`config.mk`:
```
export PLATFORM = sky130hd
export DESIGN_NAME = timer16_pwm
export DESIGN_NICKNAME = d
export VERILOG_FILES = /design/src/rtl/pwm16_pkg.sv /design/src/rtl/timer16_pwm.sv
export SDC_FILE = /design/constraint.sdc
export NUM_CORES = 1
export LEC_CHECK = 0
export BUFFER_PORTS_ARGS = -buffer_cell sky130_fd_sc_hd__buf_4
export CORE_UTILIZATION = 45
export CTS_CLUSTER_DIAMETER = 200
export DETAILED_ROUTE_END_ITERATION = 16
export GPL_ROUTABILITY_DRIVEN = 0
export HOLD_SLACK_MARGIN = 0.1
export PLACE_DENSITY = 0.6
export SLEW_MARGIN = 40
export SYNTH_ARGS = -nofsm -noshare
export SYNTH_HDL_FRONTEND = slang
export SYNTH_SLANG_ARGS = --single-unit
```
`constraint.sdc`:
```
create_clock -name CLK -period 6.1 [get_ports CLK]
set_clock_uncertainty 0.1 [all_clocks]
set_input_delay 0.305 -clock CLK [delete_from_list [all_inputs] [get_ports CLK]]
set_output_delay 0.305 -clock CLK [all_outputs]
set_load 0.005 [all_outputs]
```
`src/rtl/pwm16_pkg.sv`:
```
// Shared constants for the 16-bit timer waveform generator
package pwm16_pkg;

  // Register bus
  localparam int          ADDR_W         = 3;
  localparam int          DATA_W         = 16;
  localparam logic [2:0]  OFF_CTRL       = 3'h0;
  localparam logic [2:0]  OFF_CMP_A      = 3'h1;
  localparam logic [2:0]  OFF_CMP_B      = 3'h2;
  localparam logic [2:0]  OFF_CAPTURE    = 3'h3;
  localparam logic [2:0]  OFF_COUNT      = 3'h4;
  localparam logic [2:0]  OFF_FLAGS      = 3'h5;

  // Control register fields
  localparam int          CTRL_MODE_LSB  = 0;
  localparam int          CTRL_COMA_LSB  = 4;
  localparam int          CTRL_COMB_LSB  = 6;
  localparam int          CTRL_CS_LSB    = 8;
  localparam int          CTRL_DIR_LSB   = 11;
  localparam logic [12:0] CTRL_RESET     = 13'h0000;

  // Flag register fields
  localparam int          FLG_OVF        = 0;
  localparam int          FLG_CMP_A      = 1;
  localparam int          FLG_CMP_B      = 2;
  localparam int          FLG_CAPTURE    = 3;

  // Reset value of the value registers and the 16-bit count maximum
  localparam logic [15:0] VALUE_RESET    = 16'h0000;
  localparam logic [15:0] COUNT_MAX      = 16'hffff;

  // Waveform mode codes
  localparam logic [3:0]  MODE_PC8       = 4'h1;
  localparam logic [3:0]  MODE_PC9       = 4'h2;
  localparam logic [3:0]  MODE_PC10      = 4'h3;
  localparam logic [3:0]  MODE_FAST8     = 4'h5;
  localparam logic [3:0]  MODE_FAST9     = 4'h6;
  localparam logic [3:0]  MODE_FAST10    = 4'h7;
  localparam logic [3:0]  MODE_PC_CAP    = 4'ha;
  localparam logic [3:0]  MODE_PC_CMPA   = 4'hb;
  localparam logic [3:0]  MODE_FAST_CAP  = 4'he;
  localparam logic [3:0]  MODE_FAST_CMPA = 4'hf;

  // Fixed TOP values
  localparam logic [15:0] TOP_8BIT       = 16'h00ff;
  localparam logic [15:0] TOP_9BIT       = 16'h01ff;
  localparam logic [15:0] TOP_10BIT      = 16'h03ff;

  // Output action select codes
  localparam logic [1:0]  ACT_NONE       = 2'h0;
  localparam logic [1:0]  ACT_TOGGLE     = 2'h1;
  localparam logic [1:0]  ACT_NONINV     = 2'h2;
  localparam logic [1:0]  ACT_INV        = 2'h3;

  // Prescaler selects and their masks (divide minus one)
  localparam logic [2:0]  CS_STOP        = 3'h0;
  localparam logic [2:0]  CS_DIV1        = 3'h1;
  localparam logic [2:0]  CS_DIV8        = 3'h2;
  localparam logic [2:0]  CS_DIV64       = 3'h3;
  localparam logic [2:0]  CS_DIV256      = 3'h4;
  localparam logic [2:0]  CS_DIV1024     = 3'h5;
  localparam logic [9:0]  PRE_MASK8      = 10'h007;
  localparam logic [9:0]  PRE_MASK64     = 10'h03f;
  localparam logic [9:0]  PRE_MASK256    = 10'h0ff;
  localparam logic [9:0]  PRE_MASK1024   = 10'h3ff;

endpackage : pwm16_pkg

```
`src/rtl/timer16_pwm.sv`:
```
// 16-bit timer with fast and phase correct PWM on two compare channels
`timescale 1ns/10ps
module timer16_pwm
  import pwm16_pkg::*;
(
  // Clock and reset
  input  wire logic                          CLK,
  input  wire logic                          RST_N,
  // Register port
  input  wire logic [pwm16_pkg::ADDR_W-1:0]  BUS_ADDR,
  input  wire logic [pwm16_pkg::DATA_W-1:0]  BUS_WDATA,
  input  wire logic                          BUS_WR,
  input  wire logic                          BUS_RD,
  output logic      [pwm16_pkg::DATA_W-1:0]  BUS_RDATA,
  // Waveform pins
  output logic                               WAVE_A_O,
  output logic                               WAVE_A_OE,
  output logic                               WAVE_B_O,
  output logic                               WAVE_B_OE
);
  import pwm16_pkg::*;

  ////////////////////////////////////////////////////////////////////////////
  // Register state
  logic [3:0]  waveform_mode_select;
  logic [1:0]  output_action_select [2];
  logic [2:0]  clock_select;
  logic [1:0]  pin_direction_control;
  logic [12:0] ctrl_q;
  logic [15:0] compare_buf_q [2];
  logic [15:0] compare_value_q [2];
  logic [15:0] capture_value_q;
  logic [15:0] counter_value_q;
  logic        down_q;
  logic [3:0]  flags_q;
  logic [3:0]  flags_set;
  logic [9:0]  presc_q;
  logic [9:0]  presc_mask;
  logic        tick;
  logic [15:0] top;
  logic        at_top;
  logic        is_fast;
  logic        is_pc;
  logic        is_fixed;
  logic        upd;
  logic        wr_count;
  logic [15:0] cmp_wdata;
  logic [1:0]  match;
  logic [1:0]  wave_q;

  assign waveform_mode_select     = ctrl_q[CTRL_MODE_LSB +: 4];
  assign output_action_select[0]  = ctrl_q[CTRL_COMA_LSB +: 2];
  assign output_action_select[1]  = ctrl_q[CTRL_COMB_LSB +: 2];
  assign clock_select             = ctrl_q[CTRL_CS_LSB +: 3];
  assign pin_direction_control    = ctrl_q[CTRL_DIR_LSB +: 2];
  assign wr_count                 = BUS_WR && (BUS_ADDR == OFF_COUNT);

  ////////////////////////////////////////////////////////////////////////////
  // Control register
  always_ff @(posedge CLK or negedge RST_N) begin
    if (!RST_N) begin
      ctrl_q <= CTRL_RESET;
    end else if (BUS_WR && (BUS_ADDR == OFF_CTRL)) begin
      ctrl_q <= BUS_WDATA[12:0];
    end
  end

  ////////////////////////////////////////////////////////////////////////////
  // Prescaler
  always_comb begin
    unique case (clock_select)
      CS_DIV8:    presc_mask = PRE_MASK8;
      CS_DIV64:   presc_mask = PRE_MASK64;
      CS_DIV256:  presc_mask = PRE_MASK256;
      CS_DIV1024: presc_mask = PRE_MASK1024;
      default:    presc_mask = '0;
    endcase
  end

  always_ff @(posedge CLK or negedge RST_N) begin
    if (!RST_N) begin
      presc_q <= '0;
    end else begin
      presc_q <= presc_q + 10'h001;
    end
  end

  // Stopped or unused selects give no tick
  assign tick = (clock_select != CS_STOP) && (clock_select <= CS_DIV1024) &&
                ((presc_q & presc_mask) == presc_mask);

  ////////////////////////////////////////////////////////////////////////////
  // Mode decode and TOP selection
  always_comb begin
    is_fast  = 1'b0;
    is_pc    = 1'b0;
    is_fixed = 1'b0;
    top      = COUNT_MAX;
    unique case (waveform_mode_select)
      MODE_PC8, MODE_FAST8: begin
        top = TOP_8BIT;
        is_fixed = 1'b1;
      end
      MODE_PC9, MODE_FAST9: begin
        top = TOP_9BIT;
        is_fixed = 1'b1;
      end
      MODE_PC10, MODE_FAST10: begin
        top = TOP_10BIT;
        is_fixed = 1'b1;
      end
      MODE_PC_CAP, MODE_FAST_CAP: top = capture_value_q;
      MODE_PC_CMPA, MODE_FAST_CMPA: top = compare_value_q[0];
      default: top = COUNT_MAX;
    endcase
    unique case (waveform_mode_select)
      MODE_FAST8, MODE_FAST9, MODE_FAST10, MODE_FAST_CAP, MODE_FAST_CMPA: is_fast = 1'b1;
      MODE_PC8, MODE_PC9, MODE_PC10, MODE_PC_CAP, MODE_PC_CMPA: is_pc = 1'b1;
      default: is_fast = 1'b0;
    endcase
  end

  assign at_top = (counter_value_q == top);
  // Buffer load point: fast at TOP clear, phase correct when leaving TOP
  assign upd = tick && at_top && (is_fast || (is_pc && !down_q));
  // Fixed widths mask the written compare value
  assign cmp_wdata = is_fixed ? (BUS_WDATA & top) : BUS_WDATA;

  ////////////////////////////////////////////////////////////////////////////
  // Counter and direction
  always_ff @(posedge CLK or negedge RST_N) begin
    if (!RST_N) begin
      counter_value_q <= VALUE_RESET;
      down_q          <= 1'b0;
    end else if (wr_count) begin
      counter_value_q <= BUS_WDATA;
    end else if (tick) begin
      if (is_fast) begin
        // Missed TOP simply wraps through the 16-bit maximum
        counter_value_q <= at_top ? VALUE_RESET : counter_value_q + 16'h0001;
      end else if (is_pc) begin
        if (down_q) begin
          counter_value_q <= (counter_value_q == VALUE_RESET) ? 16'h0001
                                                               : counter_value_q - 16'h0001;
          if (counter_value_q <= 16'h0001) begin
            down_q <= 1'b0;
          end
        end else if (at_top && (top != VALUE_RESET)) begin
          down_q          <= 1'b1;
          counter_value_q <= counter_value_q - 16'h0001;
        end else begin
          counter_value_q <= counter_value_q + 16'h0001;
        end
      end else begin
        counter_value_q <= counter_value_q + 16'h0001;
      end
    end
  end

  ////////////////////////////////////////////////////////////////////////////
  // Capture value, unbuffered
  always_ff @(posedge CLK or negedge RST_N) begin
    if (!RST_N) begin
      capture_value_q <= VALUE_RESET;
    end else if (BUS_WR && (BUS_ADDR == OFF_CAPTURE)) begin
      capture_value_q <= BUS_WDATA;
    end
  end

  ////////////////////////////////////////////////////////////////////////////
  // Compare channels
  for (genvar i = 0; i < 2; i++) begin : g_chan
    localparam logic [2:0] OFF = (i == 0) ? OFF_CMP_A : OFF_CMP_B;

    assign match[i] = tick && (counter_value_q == compare_value_q[i]);

    always_ff @(posedge CLK or negedge RST_N) begin
      if (!RST_N) begin
        compare_buf_q[i]   <= VALUE_RESET;
        compare_value_q[i] <= VALUE_RESET;
      end else begin
        if (BUS_WR && (BUS_ADDR == OFF)) begin
          compare_buf_q[i] <= cmp_wdata;
        end
        if (BUS_WR && (BUS_ADDR == OFF) && !is_fast && !is_pc) begin
          compare_value_q[i] <= cmp_wdata;
        end else if (upd) begin
          compare_value_q[i] <= compare_buf_q[i];
        end
      end
    end

    always_ff @(posedge CLK or negedge RST_N) begin
      if (!RST_N) begin
        wave_q[i] <= 1'b0;
      end else if (tick && is_fast) begin
        unique case (output_action_select[i])
          ACT_NONINV: begin
            if (at_top) begin
              wave_q[i] <= 1'b1;
            end else if (match[i]) begin
              wave_q[i] <= 1'b0;
            end
          end
          ACT_INV: begin
            if (at_top) begin
              wave_q[i] <= 1'b0;
            end else if (match[i]) begin
              wave_q[i] <= 1'b1;
            end
          end
          ACT_TOGGLE: begin
            if ((i == 0) && match[i]) begin
              wave_q[i] <= !wave_q[i];
            end
          end
          ACT_NONE: wave_q[i] <= wave_q[i];
        endcase
      end else if (tick && is_pc && match[i]) begin
        // A match at TOP counts as the falling side
        unique case (output_action_select[i])
          ACT_NONINV: wave_q[i] <= down_q || at_top;
          ACT_INV:    wave_q[i] <= !(down_q || at_top);
          default:    wave_q[i] <= wave_q[i];
        endcase
      end
    end
  end

  ////////////////////////////////////////////////////////////////////////////
  // Flags, write one to clear, set wins
  always_comb begin
    flags_set              = '0;
    flags_set[FLG_OVF]     = tick && ((is_fast && at_top) ||
                             (is_pc && down_q && (counter_value_q == 16'h0001)) ||
                             (!is_fast && !is_pc && (counter_value_q == COUNT_MAX)));
    flags_set[FLG_CMP_A]   = match[0] ||
                             (upd && ((waveform_mode_select == MODE_FAST_CMPA) ||
                                      (waveform_mode_select == MODE_PC_CMPA)));
    flags_set[FLG_CMP_B]   = match[1];
    flags_set[FLG_CAPTURE] = upd && ((waveform_mode_select == MODE_FAST_CAP) ||
                                     (waveform_mode_select == MODE_PC_CAP));
  end

  always_ff @(posedge CLK or negedge RST_N) begin
    if (!RST_N) begin
      flags_q <= '0;
    end else if (BUS_WR && (BUS_ADDR == OFF_FLAGS)) begin
      flags_q <= (flags_q & ~BUS_WDATA[3:0]) | flags_set;
    end else begin
      flags_q <= flags_q | flags_set;
    end
  end

  ////////////////////////////////////////////////////////////////////////////
  // Read data, one cycle after the strobe
  always_ff @(posedge CLK or negedge RST_N) begin
    if (!RST_N) begin
      BUS_RDATA <= '0;
    end else if (BUS_RD) begin
      unique case (BUS_ADDR)
        OFF_CTRL:    BUS_RDATA <= {3'h0, ctrl_q};
        OFF_CMP_A:   BUS_RDATA <= compare_buf_q[0];
        OFF_CMP_B:   BUS_RDATA <= compare_buf_q[1];
        OFF_CAPTURE: BUS_RDATA <= capture_value_q;
        OFF_COUNT:   BUS_RDATA <= counter_value_q;
        OFF_FLAGS:   BUS_RDATA <= {12'h000, flags_q};
        default:     BUS_RDATA <= '0;
      endcase
    end else begin
      BUS_RDATA <= '0;
    end
  end

  ////////////////////////////////////////////////////////////////////////////
  // Pins
  assign WAVE_A_O  = wave_q[0];
  assign WAVE_B_O  = wave_q[1];
  assign WAVE_A_OE = pin_direction_control[0];
  assign WAVE_B_OE = pin_direction_control[1];
endmodule : timer16_pwm

```
---- Word-level counts from Yosys, hierarchy flattened ----
Cells that the tools add are included.
storage, ports and cells
  register bits after elaboration ......... 142
  input port bits ......................... 23
  output and inout bits ................... 20
  word-level logic and storage cells ...... 168
cells by class
  add/subtract/negate cells ............... 3
  order comparisons ....................... 2
  equality and inequality tests ........... 36
  multiplexer cells ....................... 41
  bitwise gates (word level) .............. 8
  reductions and logical operators ........ 65
operators by type and width
  kind                     count
  $mux W16                 14
  $pmux W16 S6             1
  $pmux W16 S5             1
  $eq A16 B16 Y1           3
  $pmux W10 S4             1
  $logic_and A1 B1 Y1      30
  $mux W1                  19
  $add A16 B1 Y16 const B  1
  $and A16 B16 Y16         1
  $eq A16 B1 Y1 const B    1
  $eq A16 B16 Y1 const B   1
  $eq A4 B4 Y1 const B     4
  $le A16 B1 Y1 const B    1
  $logic_not A16 Y1        1
  $ne A4 B4 Y1 const B     4
  $reduce_bool A16 Y1      1
  $sub A16 B1 Y16 const B  1
  $eq A3 B2 Y1 const B     4
  $eq A3 B3 Y1 const B     4
  $eq A4 B3 Y1 const B     3
  $reduce_bool A2 Y1       6
  $add A10 B1 Y10 const B  1
  $and A10 B10 Y10         1
  $eq A10 B10 Y1           1
  other kinds (25)         50

---- Longest topological paths before layout ----
  depth in word-level cells ............... 11
  depth in mapped cells ................... 14

---- Worst setup path before layout ----
OpenSTA, ideal clock, no wires.
  kind .................................... reg-to-reg
  from .................................... register ctrl_q[0]
  to ...................................... register counter_value_q[8]
  setup time .............................. 0.126 ns
  arrival ................................. 2.871 ns
  data required time ...................... 5.874 ns
  path slack .............................. 3.003 ns
  cell stages (with the launch flop) ...... 12
  path buffers ............................ 2
  period minus slack after synthesis ...... 3.097 ns
  cells stage by stage .................... dfrtp_1 buf_4 mux2_1 a221o_1 nor3b_1 a2bb2oi_1 nand4_1 buf_2 o21ai_2 nor2_1 a221o_1 a221o_1
on the way
  word-level cells in the longest chain between the ends .. 11
ends and longest elaborated chain
  item                                                          RTL line                                text
  start, declared                                               timer16_pwm.sv:29                       logic [12:0] ctrl_q;
  start signal, assigned                                        timer16_pwm.sv:64                       ctrl_q <= BUS_WDATA[12:0];
  $eq A4 B4 Y1 (tied with other cells)                          timer16_pwm.sv:99, timer16_pwm.sv:116
  $reduce_or A2 Y1, on equally long branches                    n/a
  $pmux W16 S5                                                  timer16_pwm.sv:99                       unique case (waveform_mode_select)
  $eq A16 B16 Y1 / $reduce_bool A16 Y1 (equally long branches)  timer16_pwm.sv:123, timer16_pwm.sv:148
  $logic_and A1 B1 Y1                                           timer16_pwm.sv:148                      end else if (at_top && (top != VALUE_RESET)) begin
  $mux W16                                                      timer16_pwm.sv:148
  $mux W16                                                      timer16_pwm.sv:142                      if (down_q) begin
  $mux W16                                                      timer16_pwm.sv:141                      end else if (is_pc) begin
  $mux W16 *                                                    timer16_pwm.sv:138                      if (is_fast) begin
  $mux W16 *                                                    timer16_pwm.sv:137                      end else if (tick) begin
  $mux W16 *                                                    timer16_pwm.sv:135                      end else if (wr_count) begin
  end signal, assigned                                          timer16_pwm.sv:140                      counter_value_q <= at_top ? VALUE_RESET : counter_value_q + 16'h0001;
  end signal, assigned                                          timer16_pwm.sv:143                      counter_value_q <= (counter_value_q == VALUE_RESET) ? 16'h0001
  end signal, assigned                                          timer16_pwm.sv:150                      counter_value_q <= counter_value_q - 16'h0001;
  end, declared                                                 timer16_pwm.sv:33                       logic [15:0] counter_value_q;
Every way passes the cells marked *; elsewhere a longest branch is shown, timed or not. The select of a mux whose other input is x is not followed.
A chain may end at the register's enable or synchronous reset.

---- Final worst setup path ----
  from .................................... register ctrl_q[1]
  to ...................................... register counter_value_q[8]
Same word-level chain as after synthesis.

==> summary.txt <==
Status
  – Outcome: complete, but fails checks
  – Failing checks: design-rule violations

Route
  – Antenna viol nets, final: 0
  – WL final: 27000 um
  – Vias post-DR: 7390
  – DRT Pass-1 Iters: 12
  – Drc violations: 4
  – Vias/cell: 6.37
  – Routed length per instance: 23.3 um
  – DR iter-0 viols: 817

Clock network
  – Num CTS Buffers: 17
  – Post-CTS Setup Bufs: 0
  – CTS Sinks: 142
  – H-Tree Depth: 4
  – CTS tree: done
  – CTS clock-pin slew for the worst setup and hold paths: 70 ps
  – CTS resizes: 0
  – CTS Hold Bufs: 17
  – Max clock buf depth: 2
  – Root buf cell: clkbuf_16
  – Clk_lat worst skew: 440 ps

Setup path
  – CP max stage cell: dfrtp_1
  – Critical Path Most Common Cell: a221o_1
  – Worst endpoint data arrival time: 4280 ps
  – Slowest stage delay, CP: 660 ps
  – CP Launch Type: flip-flop
  – WS Path Type: reg -> reg
  – CP endpoint kind: flip-flop
  – Crit path required time: 6320 ps
  – Bufs and invs on worst path: 0
  – CP top delay family: simple AND/OR/NAND/NOR gates
  – Crit-path cells: and2_1, a21oi_1, nor4_1, and4_1, nand4_1, o21ai_1, nor2_1, a221o_1, a221o_1
  – Critical-path maximum fanout: 20

Die
  – Row cnt: 49
  – Die height: 138 um
  – Initial core utilization: 0.463
  – I/O pins: 43
  – Die Wd: 138 um
  – Die area: 19200 um2
  – CORE AREA: 18100 um2

Cells and area
  – Fin nets: 946
  – Fin cells: 1160
  – Share of layout cells above drive strength 1: 0.166
  – Fillers: 1632
  – Area grow syn2layout: 14.5%
  – Number of diodes: 0
  – Final non-filler cell area: 9590 um2

Timing
  – RSZ-0062 raised after global routing: false
  – Max-slew violations: 0
  – Final WS setup: 2040 ps
  – Fmax: 246 MHz
  – Tcrit/Tclk final: 0.666
  – Final setup violation count: 0
  – Relative slew slack: 0.407
  – Final Hold Vio Count: 0
  – Final min period: 4060 ps
  – Setup_tns: 0 ps
  – Worst slew pin tran: 890 ps

GRT
  – Largest net degree at the start of global routing: 80
  – Initial antenna violation count: 0
  – Gr ovfl total: 0
  – Vias in the first global route: 7158
  – First-pass GRT wire length: 41900 um
  – GRT Total Usage: 0.289

Power
  – Combinational share of power: 0.305
  – Switching part of the total: 0.399
  – VDD IR max: 0.222 mV
  – PwrDens: 398 nW/um2
  – Clock Power Share: 0.278
  – Seq pwr share: 0.417
  – Switch Pwr: 1.52 mW
  – Leak: 4.12 nW
  – Power Total: 3.81 mW
  – Internal power: 2.29 mW

Place
  – HPWL Detailed: 18800 um
  – I/O Buffers: 42
  – Number of placed instances, taps included: 1111
  – Dpl ws: 2170 ps
  – Post-DP Area: 8830 um2

Synth
  – Syn. warnings: 0
  – Mapped Cells: 888
  – Synth cell types: 72
  – Largest family of logic cells by synthesized area: simple AND/OR/NAND/NOR gates
  – Syn nets: 916
  – EDFF count, synth: 0
  – Synth area leader: dfrtp_1
  – Post-Synth XOR/XNOR Area: 0.0512
  – Synthesized area per cell: 9.43 um2
  – Synth Area in Compound Gates: 0.172
  – Simple-gate area share of the yosys netlist: 0.190
  – Asr flop ratio synth: 1.00
  – Synth top area share: 0.424
  – Seq cells post-synth: 142
  – Sequential fraction of the synthesis area: 0.424
  – Post-synthesis mux area share: 0.119
  – Post-synth design cell area: 8370 um2
  – Area contributors post-synth: dfrtp_1 (42%), mux2_2 (6.2%), nand2_1 (4.6%)
  – Dominant synthesized flop cell: dfrtp_1
  – Adder-cell share of the synthesized area: 0.00747

Job
  – Max cap viols: 0

Worst hold path
  – Path type of the worst min-delay path: in -> reg
## flip-flops by register name, indices dropped and copies added, names as in the netlist
register         cells
compare_buf_q       32
compare_value_q     32
BUS_RDATA           16
capture_value_q     16
counter_value_q     16
ctrl_q              13
presc_q             10
flags_q              4
WAVE_A_O             1
WAVE_B_O             1
down_q               1
## per-stage QoR
stage,hold slack (ps),util
finish,108,0.530
detailed placement,228,0.488
global placement,236,0.487
CTS,101,0.530
global route,113,0.530
floorplan,-90.6,-
## logic make-up (layout without fill, tap and decap cells)
logic type / Yosys count / count (layout)
simple gates: 316 / 316
compound gates: 216 / 216
flops: 142 / 142
mux: 89 / 89
buf+inv: 71 / 114
xor+xnor: 49 / 49
fa+ha+maj: 5 / 5
## worst register-to-register path, stage by stage, from the launching register on
cell,delay (ps)
dfrtp_1,660
and2_1,590
a21oi_1,180
nor4_1,300
and4_1,270
nand4_1,440
o21ai_1,510
nor2_1,190
a221o_1,380
a221o_1,320
## power groups by stage
| stage | logic, mW | clock network, mW | registers [mW] |
|---|---|---|---|
| after global placement | 1.12 | 0 | 1.59 |
| after floorplan | 0.948 | 0 | 1.35 |
| after CTS | 1.14 | 1.07 | 1.58 |
| final | 1.16 | 1.06 | 1.59 |
| after detailed placement | 1.13 | 0 | 1.59 |
| after global routing | 1.27 | 1.11 | 1.62 |
## routing by layer
layer  share of wire  wire (um)  global-route usage  vias up
met4           0.033        879               0.125        0
met1            0.44      12000               0.406     3636
li1                -          -                   -     3342
met3           0.071       1930              0.0592       69
met2            0.45      12200               0.433      343
met5               0          0                   0        -
## final cells by class
class,instances,area (um2),area share
Inverter,13,48.8,0.00509
Multi-Input combinational cell,675,4550,0.474
Clock buffer,18,439,0.0458
Clock inverter,14,149,0.0155
Sequential cell,142,3550,0.371
Timing Repair Buffer,69,568,0.0592
Tap cell,229,287,0.0299
## cell usage in the layout, fill, tap and decap left out, types with 7 or more instances in the layout
cell	Yosys	routed
buf_4	2	50
o22ai_1	9	9
nor4_1	22	22
o21ai_0	54	54
nor2_1	53	51
inv_1	12	12
a22oi_1	8	8
clkbuf_16	0	17
nand3_1	17	17
nand2_1	103	100
o21ai_1	13	13
a211oi_1	14	14
mux2_2	46	46
nand4_1	12	12
xor2_1	43	43
a222oi_1	9	9
a21oi_1	46	46
and3_1	23	23
mux2i_1	38	38
a221o_1	7	7
nand2b_1	11	11
or3_1	7	7
and2_1	17	17
dlygate4sd3_1	0	17
nor3_1	20	18
dfrtp_1	142	142
## worst paths after layout
path	startpoint	end	slack [ps]	cells after the start
worst max-delay path	ctrl_q[1]	counter_value_q[8]	2040	9
worst min-delay path	BUS_WDATA[0]	compare_value_q[16]	110	3
worst max register to register	ctrl_q[1]	counter_value_q[8]	2040	9
worst min register to register	presc_q[0]	presc_q[0]	350	1
max in group asynchronous	RST_N	compare_value_q[19]	4470	3
min in group asynchronous	RST_N	presc_q[5]	300	2
## Yosys cell counts, types with 7 or more instances
master    count
o22ai_1       9
buf_2         7
nand3_1      17
o21ai_1      13
o21ai_0      54
inv_1        12
and2_1       17
a22oi_1       8
a222oi_1      9
a211oi_1     14
dfrtp_1     142
nand2b_1     11
or3_1         7
and3_1       23
nand4_1      12
nor2_1       53
xor2_1       43
mux2_2       46
mux2i_1      38
nand2_1     103
nor3_1       20
clkbuf_1     42
nor4_1       22
a221o_1       7
a21oi_1      46
No activity file was read; power rests on OpenSTA's default activity.
